--- config.mk ---
export PLATFORM = sky130hd
export DESIGN_NAME = fault_supervisor
export DESIGN_NICKNAME = d
export VERILOG_FILES = /design/src/rtl/fault_sup_pkg.sv /design/src/rtl/fault_supervisor.sv /design/src/rtl/pin_sync.sv
export VERILOG_INCLUDE_DIRS = /design/src /design/src/rtl
export SDC_FILE = /design/constraint.sdc
export NUM_CORES = 1
export LEC_CHECK = 0
export ABC_AREA = 0
export CAP_MARGIN = 10
export CORE_MARGIN = 4
export CORE_UTILIZATION = 53
export CTS_BUF_LIST = sky130_fd_sc_hd__clkbuf_16
export DETAILED_ROUTE_END_ITERATION = 12
export DONT_BUFFER_PORTS = 1
export PLACE_DENSITY = 0.8
export SETUP_SLACK_MARGIN = 0.4
export SYNTH_ARGS = -nofsm -noshare
export SYNTH_HDL_FRONTEND = slang
export SYNTH_SLANG_ARGS = --single-unit
--- constraint.sdc ---
create_clock -name CORE_CLK -period 2.4 [get_ports CORE_CLK]
set_clock_uncertainty 0.2 [all_clocks]
set_input_delay 0 -clock CORE_CLK [delete_from_list [all_inputs] [get_ports CORE_CLK]]
set_output_delay 0 -clock CORE_CLK [all_outputs]
set_load 0.02 [all_outputs]
--- src/rtl/fault_sup_params.svh ---
// constants of the dual buck fault supervisor: offsets, field positions, reset values, timing
// assumes inclusion by the package and by the supervisor top; definitions only
//
// Operation
// - overvoltage on either output latches fault, drops both power-ok, clamps both low sides
// - each undervoltage monitor arms only 4096 oscillator cycles after its enable
// - armed undervoltage latches fault, drops power-ok, discharges both channels
// - after discharge reaches the clamp level, turn the low-side gate on
// - over-temperature latches fault, drops power-ok, discharges both channels
// - thermal fault clears only once temperature flag dropped; user toggles an enable
// - fault latch holds until an enable toggles or power-on reset
// - any select input transition forces main channel PWM for strap-chosen time
// - strap supply 150us, open 100us, reference 50us, ground no blanking 100us PWM
// - while blanking, ignore main faults and release main power-ok unless a fault is latched
// - only main channel protection is blanked, and only when blanking enabled
// - power-on reset clears the fault latch and soft-start counters
// - power-ok low in shutdown and soft-start, then released while inside window
// - discharge mode stops PWM, holds low side off, discharges to clamp level
`ifndef FAULT_SUP_PARAMS_SVH
`define FAULT_SUP_PARAMS_SVH

// ==========================================================
// timing
`define CORE_CLK_MHZ 125
`define US_TO_CYC(us) ((us) * `CORE_CLK_MHZ)
`define BLANK_LONG_US 150
`define BLANK_MID_US 100
`define BLANK_SHORT_US 50
`define BLANK_W 15
`define ARM_W 13
`define UV_ARM_OSC_CYC 13'h1000
`define SS_W 10
`define SS_OSC_CYC 10'h200
`define STRAP_SETTLE 2'h3

// ==========================================================
// strap codes from the four-level front end
`define STRAP_GND 2'h0
`define STRAP_REF 2'h1
`define STRAP_OPEN 2'h2
`define STRAP_VCC 2'h3

// ==========================================================
// register map and fields
`define ADDR_W 12
`define OFS_STATUS 12'h000
`define OFS_MASK 12'h004
`define OFS_STATE 12'h008
`define STAT_W 7
`define ST_OV_MAIN 0
`define ST_OV_AUX 1
`define ST_UV_MAIN 2
`define ST_UV_AUX 3
`define ST_THERMAL 4
`define ST_VSEL 5
`define ST_RESTART 6
`define MASK_RST 7'h00
`define STATE_W 13

`endif

--- src/rtl/fault_sup_pkg.sv ---
// types of the dual buck fault supervisor
// assumes fault_sup_params.svh is on the include path
package fault_sup_pkg;
`include "fault_sup_params.svh"

    typedef enum logic [1:0] {CAUSE_NONE, CAUSE_OV, CAUSE_UV, CAUSE_OT} fault_cause_t;

    // index 0 is the main channel, index 1 the auxiliary channel
    typedef struct packed {
        logic [1:0] strap;
        logic [1:0] vsel;
        logic osc_tick;
        logic over_temp;
        logic [1:0] clamp;
        logic [1:0] in_window;
        logic [1:0] undervoltage_trip;
        logic [1:0] overvoltage_trip;
        logic [1:0] enable;
    } pin_in_t;

    typedef struct packed {
        logic pwm_run;
        logic high_side_gate_off;
        logic low_side_gate_on;
        logic low_side_gate_off;
        logic discharge;
    } chan_drive_t;

    typedef struct packed {
        logic latched;
        fault_cause_t cause;
        logic [1:0] en_prev;
        logic [1:0] vsel_prev;
        logic tick_prev;
        logic [1:0][`ARM_W-1:0] arm_cnt;
        logic [1:0][`SS_W-1:0] ss_cnt;
        logic [`BLANK_W-1:0] blank_cnt;
        logic [`BLANK_W-1:0] fpwm_cnt;
        logic [1:0] strap;
        logic [1:0] strap_wait;
        logic [`STAT_W-1:0] status;
        logic [`STAT_W-1:0] mask;
        logic [31:0] prdata;
    } sup_state_t;

endpackage

--- src/rtl/fault_supervisor.sv ---
// fault latch, undervoltage arming, select blanking and power-ok logic of a dual buck
// controller, with an APB register slave and one level interrupt
// assumes comparator, strap and oscillator signals arrive as asynchronous pins
`timescale 1ns/1ps
`include "fault_sup_params.svh"
module fault_supervisor #(
    parameter logic [`BLANK_W-1:0] BLANK_LONG_CYC = `BLANK_W'(`US_TO_CYC(`BLANK_LONG_US)),
    parameter logic [`BLANK_W-1:0] BLANK_MID_CYC = `BLANK_W'(`US_TO_CYC(`BLANK_MID_US)),
    parameter logic [`BLANK_W-1:0] BLANK_SHORT_CYC = `BLANK_W'(`US_TO_CYC(`BLANK_SHORT_US))
) (
    // clock and reset
    input wire logic CORE_CLK,
    input wire logic RST_N,
    // asynchronous pins
    input wire logic ENABLE_MAIN,
    input wire logic ENABLE_AUX,
    input wire logic OVERVOLTAGE_TRIP_MAIN,
    input wire logic OVERVOLTAGE_TRIP_AUX,
    input wire logic UNDERVOLTAGE_TRIP_MAIN,
    input wire logic UNDERVOLTAGE_TRIP_AUX,
    input wire logic IN_WINDOW_MAIN,
    input wire logic IN_WINDOW_AUX,
    input wire logic CLAMP_LEVEL_MAIN,
    input wire logic CLAMP_LEVEL_AUX,
    input wire logic OVER_TEMP,
    input wire logic OSC_TICK,
    input wire logic VSEL_BIT0,
    input wire logic VSEL_BIT1,
    input wire logic [1:0] BLANK_TIME_STRAP,
    // channel drive
    output fault_sup_pkg::chan_drive_t DRIVE_MAIN,
    output fault_sup_pkg::chan_drive_t DRIVE_AUX,
    output logic FORCED_PWM,
    // open-drain power-ok pins
    output logic POWER_OK_MAIN_O,
    output logic POWER_OK_MAIN_OE,
    output logic POWER_OK_AUX_O,
    output logic POWER_OK_AUX_OE,
    // interrupt
    output logic IRQ,
    // APB slave
    input wire logic PSEL,
    input wire logic PENABLE,
    input wire logic PWRITE,
    input wire logic [`ADDR_W-1:0] PADDR,
    input wire logic [31:0] PWDATA,
    output logic [31:0] PRDATA,
    output logic PREADY,
    output logic PSLVERR
);
    // ==========================================================
    // pin synchronisation
    fault_sup_pkg::pin_in_t p;
    fault_sup_pkg::sup_state_t s;
    fault_sup_pkg::sup_state_t next_s;

    pin_sync #(
        .W($bits(fault_sup_pkg::pin_in_t))
    ) u_sync (
        .CORE_CLK(CORE_CLK),
        .RST_N(RST_N),
        .PIN_IN({BLANK_TIME_STRAP, VSEL_BIT1, VSEL_BIT0, OSC_TICK, OVER_TEMP,
                 CLAMP_LEVEL_AUX, CLAMP_LEVEL_MAIN, IN_WINDOW_AUX, IN_WINDOW_MAIN,
                 UNDERVOLTAGE_TRIP_AUX, UNDERVOLTAGE_TRIP_MAIN,
                 OVERVOLTAGE_TRIP_AUX, OVERVOLTAGE_TRIP_MAIN, ENABLE_AUX, ENABLE_MAIN}),
        .PIN_SYNC(p)
    );

    // ==========================================================
    // derived conditions
    logic [1:0] active;
    logic [1:0] armed;
    logic [1:0] ss_done;
    logic blanking;
    logic tick;
    logic en_toggle;
    logic vsel_change;
    logic ov_hit;
    logic uv_hit;
    logic [`BLANK_W-1:0] fpwm_load;
    logic [`BLANK_W-1:0] blank_load;
    logic access;
    logic map_hit;
    logic rd_status;
    logic [`STAT_W-1:0] events;
    logic [`STAT_W-1:0] read_clear;
    logic [31:0] rdata;
    fault_sup_pkg::chan_drive_t [1:0] drv;
    logic [1:0] pg_low;

    assign tick = p.osc_tick & ~s.tick_prev;
    assign en_toggle = |(p.enable ^ s.en_prev);
    assign vsel_change = |(p.vsel ^ s.vsel_prev);
    assign blanking = s.blank_cnt != '0;

    // strap decode; ground keeps forced PWM but gives no blanking
    assign fpwm_load = (s.strap == `STRAP_VCC) ? BLANK_LONG_CYC :
                       (s.strap == `STRAP_REF) ? BLANK_SHORT_CYC : BLANK_MID_CYC;
    assign blank_load = (s.strap == `STRAP_GND) ? '0 : fpwm_load;

    genvar c;
    generate
        for (c = 0; c < 2; c++) begin : g_chan
            assign active[c] = p.enable[c] & ~s.latched;
            assign armed[c] = s.arm_cnt[c] == `UV_ARM_OSC_CYC;
            assign ss_done[c] = s.ss_cnt[c] == `SS_OSC_CYC;
            always_comb begin
                drv[c] = '0;
                if (s.latched && s.cause == fault_sup_pkg::CAUSE_OV) begin
                    drv[c].high_side_gate_off = 1'b1;
                    drv[c].low_side_gate_on = 1'b1;
                end else if (!active[c]) begin
                    drv[c].high_side_gate_off = 1'b1;
                    drv[c].discharge = ~p.clamp[c];
                    drv[c].low_side_gate_off = ~p.clamp[c];
                    drv[c].low_side_gate_on = p.clamp[c];
                end else begin
                    drv[c].pwm_run = 1'b1;
                end
            end
            // power-ok pulled low unless settled inside its window
            assign pg_low[c] = s.latched | ~(active[c] & ss_done[c] & p.in_window[c]);
        end
    endgenerate

    // auxiliary protection is never blanked
    assign ov_hit = (p.overvoltage_trip[0] & active[0] & ~blanking) |
                    (p.overvoltage_trip[1] & active[1]);
    assign uv_hit = (p.undervoltage_trip[0] & armed[0] & ~blanking) |
                    (p.undervoltage_trip[1] & armed[1]);

    // ==========================================================
    // register bus decode
    assign access = PSEL & PENABLE;
    assign map_hit = (PADDR == `OFS_STATUS) | (PADDR == `OFS_MASK) | (PADDR == `OFS_STATE);
    assign rd_status = access & ~PWRITE & (PADDR == `OFS_STATUS);
    assign read_clear = rd_status ? s.prdata[`STAT_W-1:0] : '0;

    always_comb begin
        rdata = '0;
        unique case (PADDR)
            `OFS_STATUS: rdata[`STAT_W-1:0] = s.status;
            `OFS_MASK: rdata[`STAT_W-1:0] = s.mask;
            `OFS_STATE: rdata[`STATE_W-1:0] = {p.enable, s.strap, FORCED_PWM, blanking,
                                               ss_done, armed, s.cause, s.latched};
            default: rdata = '0;
        endcase
    end

    // ==========================================================
    // next state
    always_comb begin
        next_s = s;
        events = '0;
        next_s.tick_prev = p.osc_tick;
        next_s.en_prev = p.enable;
        next_s.vsel_prev = p.vsel;

        // strap is caught once, after the synchroniser has filled
        if (s.strap_wait != `STRAP_SETTLE) begin
            next_s.strap_wait = s.strap_wait + 2'h1;
            next_s.strap = p.strap;
        end

        // a new transition reloads both timers to full length
        if (vsel_change) begin
            next_s.fpwm_cnt = fpwm_load;
            next_s.blank_cnt = blank_load;
            events[`ST_VSEL] = 1'b1;
        end else begin
            if (s.fpwm_cnt != '0) begin
                next_s.fpwm_cnt = s.fpwm_cnt - `BLANK_W'(1);
            end
            if (blanking) begin
                next_s.blank_cnt = s.blank_cnt - `BLANK_W'(1);
            end
        end

        // counters run on oscillator ticks and are cleared in shutdown
        for (int i = 0; i < 2; i++) begin
            if (!active[i]) begin
                next_s.arm_cnt[i] = '0;
                next_s.ss_cnt[i] = '0;
            end else if (tick) begin
                if (!armed[i]) begin
                    next_s.arm_cnt[i] = s.arm_cnt[i] + `ARM_W'(1);
                end
                if (!ss_done[i]) begin
                    next_s.ss_cnt[i] = s.ss_cnt[i] + `SS_W'(1);
                end
            end
        end

        // overvoltage outranks the discharge faults since it clamps at once
        if (!s.latched && (ov_hit || uv_hit || p.over_temp)) begin
            next_s.latched = 1'b1;
            if (ov_hit) begin
                next_s.cause = fault_sup_pkg::CAUSE_OV;
            end else if (uv_hit) begin
                next_s.cause = fault_sup_pkg::CAUSE_UV;
            end else begin
                next_s.cause = fault_sup_pkg::CAUSE_OT;
            end
            events[`ST_OV_MAIN] = p.overvoltage_trip[0] & active[0] & ~blanking;
            events[`ST_OV_AUX] = p.overvoltage_trip[1] & active[1];
            events[`ST_UV_MAIN] = p.undervoltage_trip[0] & armed[0] & ~blanking;
            events[`ST_UV_AUX] = p.undervoltage_trip[1] & armed[1];
            events[`ST_THERMAL] = p.over_temp;
        end else if (s.latched && en_toggle && !p.over_temp) begin
            // a hot die keeps the latch; the toggle must come after it cools
            next_s.latched = 1'b0;
            next_s.cause = fault_sup_pkg::CAUSE_NONE;
            events[`ST_RESTART] = 1'b1;
        end

        // only bits shown by this read are cleared; a new event still lands
        next_s.status = (s.status & ~read_clear) | events;

        if (PSEL && !PENABLE) begin
            next_s.prdata = rdata;
        end
        if (access && PWRITE && PADDR == `OFS_MASK) begin
            next_s.mask = PWDATA[`STAT_W-1:0];
        end
    end

    always_ff @(posedge CORE_CLK) begin
        if (!RST_N) begin
            s <= '0;
            s.mask <= `MASK_RST;
        end else begin
            s <= next_s;
        end
    end

    // ==========================================================
    // outputs
    assign DRIVE_MAIN = drv[0];
    assign DRIVE_AUX = drv[1];
    assign FORCED_PWM = (s.fpwm_cnt != '0) & active[0];
    assign POWER_OK_MAIN_O = 1'b0;
    assign POWER_OK_AUX_O = 1'b0;
    // blanking releases main power-ok, but a latched fault still pulls it low
    assign POWER_OK_MAIN_OE = s.latched | (pg_low[0] & ~blanking);
    assign POWER_OK_AUX_OE = pg_low[1];
    assign IRQ = |(s.status & s.mask);
    assign PRDATA = s.prdata;
    assign PREADY = 1'b1;
    assign PSLVERR = access & ~map_hit;
endmodule

--- src/rtl/pin_sync.sv ---
// two-stage synchroniser for a bundle of asynchronous pins
// assumes a single clock and synchronous active-low reset
`timescale 1ns/1ps
module pin_sync #(
    parameter int W = 16
) (
    // clock and reset
    input wire logic CORE_CLK,
    input wire logic RST_N,
    // pins in and synchronised copy out
    input wire logic [W-1:0] PIN_IN,
    output logic [W-1:0] PIN_SYNC
);
    logic [W-1:0] first;

    // first stage feeds only the second stage
    always_ff @(posedge CORE_CLK) begin
        if (!RST_N) begin
            first <= '0;
            PIN_SYNC <= '0;
        end else begin
            first <= PIN_IN;
            PIN_SYNC <= first;
        end
    end
endmodule

Word-level counts from Yosys, hierarchy flattened
Index checks and enable logic that the tools add are counted.
- flip-flop bits (word level): 147
- output and inout bits: 50
- logic and storage cells: 135
- input bits: 65
- multiplexer cells: 27
- bitwise operators: 45
- reduce and logical (&&, ||, !) cells: 28
- add/subtract/negate cells: 7
- equal/unequal tests: 10
- operators with widths (kind ; number):
    15-bit two-way mux ; 4
    30-bit two-way mux ; 1
    15-bit nonzero test ; 2
    15-bit by 1-bit subtractor with 15-bit output (second input constant) ; 2
    13-bit by 1-bit adder with 13-bit output (second input constant) ; 2
    13-bit equality test (second input constant) ; 2
    7-bit one-hot mux with 3 select lines ; 1
    10-bit by 1-bit adder with 10-bit output (second input constant) ; 2
    10-bit equality test (second input constant) ; 2
    1-bit AND ; 19
    7-bit AND ; 2
    14-bit two-way mux ; 1
    1-bit NOT ; 13
    12-bit by 3-bit equality test with 1-bit output (second input constant) ; 1
    12-bit by 4-bit equality test with 1-bit output (second input constant) ; 1
    12-bit zero test ; 1
    2-bit AND reduction ; 6
    2-bit two-way mux ; 5
    1-bit two-way mux ; 8
    4-bit two-way mux ; 2
    1-bit logical AND ; 7
    7-bit two-way mux ; 1
    7-bit NOT ; 1
    1-bit bitwise OR ; 7
    other kinds (15) ; 24

Depth between registers and ports, before layout
- word-level depth: 10
- gate-level depth with buffers: 8
- gate-level depth less buffers: 7

Hierarchy
A second synthesis with hierarchy kept.
- cells, all modules: 741
- area, all modules: 6647.6 um^2
- by module, submodules not included (module ; area an instance (um^2) ; times used ; sequential area each (um^2) ; cells each):
    fault_supervisor ; 5751.8 ; 1 ; 2302.2 ; 674
    pin_sync ; 895.9 ; 1 ; 640.6 ; 67

Worst setup path after synthesis
OpenSTA, ideal clock, no wires.
- path kind: register to register
- from: register s[50] in the netlist's numbering
- to: register s[59] in the netlist's numbering
- path buffers: 1
- data arrival time: 1.959 ns
- period minus slack after synthesis: 2.279 ns
- setup time: 0.120 ns
- required time: 2.080 ns
- stages on the path, launching flop included: 9
- slack: 0.121 ns
- cell sequence: dfxtp_1 inv_1 ha_1 or4b_4 or4_4 buf_6 nand3_2 xor2_1 nor2_1
- word-level cells in the longest chain between the ends: 3
- elaborated cells on any way between the ends: 5
- classes of those cells: 1 x add/sub; 2 x mux; 2 x reduce/logical
- ends and longest elaborated chain (item ; RTL line ; source):
    from (decl) ; fault_supervisor.sv:54 ; fault_sup_pkg::sup_state_t s;
    from (signal assigned) ; fault_supervisor.sv:232 ; s <= next_s;
    15-bit by 1-bit subtractor with 15-bit output ; fault_supervisor.sv:172 ; next_s.fpwm_cnt = s.fpwm_cnt - `BLANK_W'(1);
    15-bit two-way mux ; fault_supervisor.sv:171 ; if (s.fpwm_cnt != '0) begin
    30-bit two-way mux ; fault_supervisor.sv:166 ; if (vsel_change) begin
Several ways; a longest one is shown, not always the timed one. The select of a mux whose other input is x is not followed.
A chain may end at the register's enable or synchronous reset.

Worst setup path in the final report
- from: register s[57] in the netlist's numbering
- to: register s[51] in the netlist's numbering
- word-level cells in the longest chain between the ends: 2
- ends and longest elaborated chain (item ; RTL line):
    15-bit nonzero test ; fault_supervisor.sv:171
    2-bit nonzero test (no source line) ; n/a
No other way between the ends.

==> metrics.md <==
| Metric | Value |
|---|---|
| Worst min-delay path class | `in2reg` |
| Antenna violations before repair | `0` |
| Post-detailed-placement cell area | `6790 µm²` |
| Final worst-path cycle share | `95.80%` |
| Buffers and inverters on the worst path | `0` |
| Die X | `120.5 µm` |
| Number of placed I/O pins | `115` |
| Leakage power figure | `3.363 nW` |
| Kind of capture point of the worst setup path | `register` |
| Overflow left after global routing | `0` |
| Post-synthesis cell area | `6711 µm²` |
| Worst setup path category | `reg2reg` |
| Unique cell type count in the Yosys netlist | `57` |
| Cell types with the highest counts after synthesis | `sky130_fd_sc_hd__dfxtp_1, sky130_fd_sc_hd__nor2_1, sky130_fd_sc_hd__nand2_1, sky130_fd_sc_hd__xor2_1, sky130_fd_sc_hd__and2_1` |
| Number of standard cells in the layout, taps in and fillers out | `approximately 1000` |
| Delay of the slowest critical-path stage | `670 ps` |
| Final non-filler cell area | `between 8000 and 9000 µm²` |
| IR drop worst, VDD | `roughly 0.5 mV` |
| GPL Wtd Cong | `0.9032` |
| Max Buffers Root-to-Sink | `2` |
| Unrepaired setup endpoints after global routing | `yes` |
| List of cells traversed by the critical path | `or4_1 -> or4_4 -> nor2_1 -> a211o_1 -> o21ai_1` |
| Reported max-cap violation count | `0` |
| Htree depth | `4` |
| Syn-to-layout area delta | `27.29%` |
| Final hold violation count | `0` |
| Min Tclk post-route | `2299 ps` |
| Core utilization of the finished layout | `between 60% and 70%` |
| Area enclosed by the die boundary | `14530 µm²` |
| Antenna diode instance count | `0` |
| Initial core utilization | `54.96%` |
| Clock latency of the later-clocked register in the worst-skew pair | `approximately 430 ps` |
| Area taken by multi-input logic gates | `3789 µm²` |
| DRC violation count after routing | `0` |
| Actual transition at the worst max-transition pin | `779.3 ps` |
| Number of global-route vias before repair | `5547` |
| Buffers on Ports | `0` |
| Area taken by flip-flops and latches | `2958 µm²` |
| Run status | `complete, no violations` |
| Clock slew at the register clock pins of the worst setup and hold paths | `around 60 ps` |
| Pwr per Cell Area | `931.2 nW/µm²` |
| Share of the yosys chip area belonging to registers | `43.85%` |
| Category of cells accounting for the largest share of critical-path delay | `simple AND/OR/NAND/NOR gates` |
| Number of nets with antenna violations after detailed routing | `0` |
| Yosys top cell by area | `sky130_fd_sc_hd__dfxtp_1` |
| EDFF count, synth | `0` |
| TritonCTS clock tree | `done` |
| Total negative slack | `0 ps` |
| Tightest slew margin relative to the limit | `47.99%` |
| HPWL after DPL | `~10000 µm` |
| TritonCTS sink count | `between 100 and 150` |
| Pin count of the biggest net entering global routing | `55` |
| Syn Area/Cell | `between 8 and 9 µm²` |
| Fmax achieved | `0.4349 GHz` |
| Most used DFF post-synth | `sky130_fd_sc_hd__dfxtp_1` |
| Smallest setup slack after layout | `100.9 ps` |
| Count of placed standard cells including taps | `between 900 and 1000` |
| Y dimension of the die | `120.5 µm` |
| Core area | `12210 µm²` |
| Number of buffers added by the clock tree synthesis step | `17` |
| Top-area cell type share of the netlist area | `43.85%` |
| Pre-CTS setup slack | `242.7 ps` |
| Async set-reset flop share out of synthesis | `0%` |
| Global-route wire length before repair | `26480 µm` |
| Total global routing track utilization | `a little under a quarter` |
| Most used standard cell by instance count after synthesis | `sky130_fd_sc_hd__dfxtp_1` |
| Fill cell instance count of the final layout | `838` |
| Cell with the largest stage delay on the worst path | `sky130_fd_sc_hd__or4_4` |
| Synth warnings | `0` |
| Largest cells by area after synthesis | `sky130_fd_sc_hd__dfxtp_1, sky130_fd_sc_hd__xor2_1, sky130_fd_sc_hd__nor2_1, sky130_fd_sc_hd__buf_4, sky130_fd_sc_hd__and2_1` |
| Number of setup violations in the final report | `0` |
| Critical Path Start Type | `register` |
| Synthesized instance count | `759` |
| Average vias per placed instance | `5.730` |
| Maximum fanout encountered on the critical timing path | `6` |
| DR WL/cell | `17.37 µm` |
| Arrival time worst endpoint | `2390 ps` |
| Number of DRC markers in iteration 0 | `roughly 480` |
| Final Net Count | `910` |
| Wirelength, routed | `17510 µm` |
| Pre-Repair DR Iteration Count | `5` |
| Proportion of layout cells with a drive suffix above 1 | `about a fifth` |
| Number of synthesized register bits | `147` |
| Clock tree root driver cell | `sky130_fd_sc_hd__clkbuf_16` |
| Max-slew violation count | `0` |
| Row Count | `40` |
| Number of vias in the routed layout | `5776` |
| CP Data Required Time | `around 2500 ps` |
cell usage in the layout (no fill, tap or decap), types with 4 or more instances in the layout:
cell type	count
sky130_fd_sc_hd__a21bo_2	6
sky130_fd_sc_hd__a21oi_1	28
sky130_fd_sc_hd__a21oi_2	7
sky130_fd_sc_hd__a22oi_1	8
sky130_fd_sc_hd__a31oi_1	6
sky130_fd_sc_hd__and2_1	38
sky130_fd_sc_hd__and3_1	11
sky130_fd_sc_hd__and4_1	4
sky130_fd_sc_hd__buf_4	32
sky130_fd_sc_hd__buf_6	15
sky130_fd_sc_hd__bufinv_16	4
sky130_fd_sc_hd__clkbuf_16	17
sky130_fd_sc_hd__conb_1	22
sky130_fd_sc_hd__dfxtp_1	137
sky130_fd_sc_hd__dfxtp_2	9
sky130_fd_sc_hd__dlygate4sd3_1	47
sky130_fd_sc_hd__ha_1	12
sky130_fd_sc_hd__inv_1	16
sky130_fd_sc_hd__inv_2	6
sky130_fd_sc_hd__mux2i_1	18
sky130_fd_sc_hd__nand2_1	47
sky130_fd_sc_hd__nand2b_1	4
sky130_fd_sc_hd__nand3_1	17
sky130_fd_sc_hd__nand3_2	6
sky130_fd_sc_hd__nand4_1	13
sky130_fd_sc_hd__nand4b_1	4
sky130_fd_sc_hd__nor2_1	101
sky130_fd_sc_hd__nor2b_1	6
sky130_fd_sc_hd__nor3_1	7
sky130_fd_sc_hd__nor3_2	4
sky130_fd_sc_hd__nor4_2	4
sky130_fd_sc_hd__nor4b_4	5
sky130_fd_sc_hd__o211ai_1	4
sky130_fd_sc_hd__o21ai_0	16
sky130_fd_sc_hd__or2_2	4
sky130_fd_sc_hd__or3_1	8
sky130_fd_sc_hd__or4_1	4
sky130_fd_sc_hd__xnor2_1	19
sky130_fd_sc_hd__xor2_1	44
worst register-to-register path, stage by stage, from the launching register on:
cell	delay, ps
sky130_fd_sc_hd__dfxtp_1	380
sky130_fd_sc_hd__or4_1	580
sky130_fd_sc_hd__or4_4	670
sky130_fd_sc_hd__nor2_1	140
sky130_fd_sc_hd__a211o_1	130
sky130_fd_sc_hd__o21ai_1	60
path summary, 6_finish.rpt:
kind / start / to / slack (ps) / cells past startpoint
max: s[57]$_SDFFE_PN0P_ / s[51]$_SDFFE_PN0P_ / 100 / 5
min: PADDR[7] / PRDATA[0]$_SDFFE_PN0P_ / 20 / 5
max reg2reg: s[57]$_SDFFE_PN0P_ / s[51]$_SDFFE_PN0P_ / 100 / 5
min reg2reg: u_sync.first[11]$_SDFF_PN0_ / u_sync.PIN_SYNC[11]$_SDFF_PN0_ / 230 / 1
metal layers:
| metal | GRT usage [%] | share of wire, % | vias to the layer above |
|---|---|---|---|
| met1 | 26.91 | 40 | 2748 |
| met3 | 7.063 | 8.6 | 52 |
| met2 | 38.53 | 49 | 303 |
| li1 | - | - | 2673 |
| met5 | 0 | 0 | - |
| met4 | 8.144 | 3.0 | 0 |
sequential cells by signal, indices dropped and copies added (netlist names):
| name | count |
|---|---|
| PRDATA | 13 |
| s | 102 |
| u_sync.PIN_SYNC | 16 |
| u_sync.first | 16 |
where the power goes:
group | switching (mW) | internal (mW) | total [mW]
sequential | 0.246 | 2.65 | 2.89
combinational | 1.16 | 1.21 | 2.37
clock | 0.986 | 1.71 | 2.69
final cells by class:
cell class	instances	area share (%)
timing repair buffer	96	10.68
inverter	22	0.9666
clock inverter	12	1.948
sequential	147	34.62
clock buffer	17	4.979
multi-input combinational	546	44.35
tap	168	2.460
logic make-up (layout without fill, tap and decap cells):
kind of cell	after synthesis	in the layout	share of synthesized area [%]
AO/OA/AOI/OAI	98	98	9.042
XOR/XNOR	65	65	8.483
adder cells (fa/ha/maj)	15	15	2.796
buffers and inverters	86	147	7.028
flip-flops	147	147	43.85
multiplexers	18	18	2.685
other	2	22	0.1119
AND/OR/NAND/NOR	328	328	26.01
timing repair:
| item | in CTS | in global routing |
|---|---|---|
| hold buffers | 49 | 0 |
| hold endpoints to repair | 146 | 0 |
| setup buffers | 13 | 14 |
| gates resized for setup | 41 | 63 |
| setup endpoints to repair | 36 | 71 |
| gates cloned | 1 | 0 |
| pin swaps | 18 | 24 |
stage by stage:
step	total power, mW	hold slack (ps)
detailed placement	4.329	-69.72
floorplan	4.077	-72.71
finish	7.955	20.10
CTS	7.373	1.190
global route	8.287	38.65
global placement	4.271	-71.88
No activity file was read; power rests on OpenSTA's default activity.
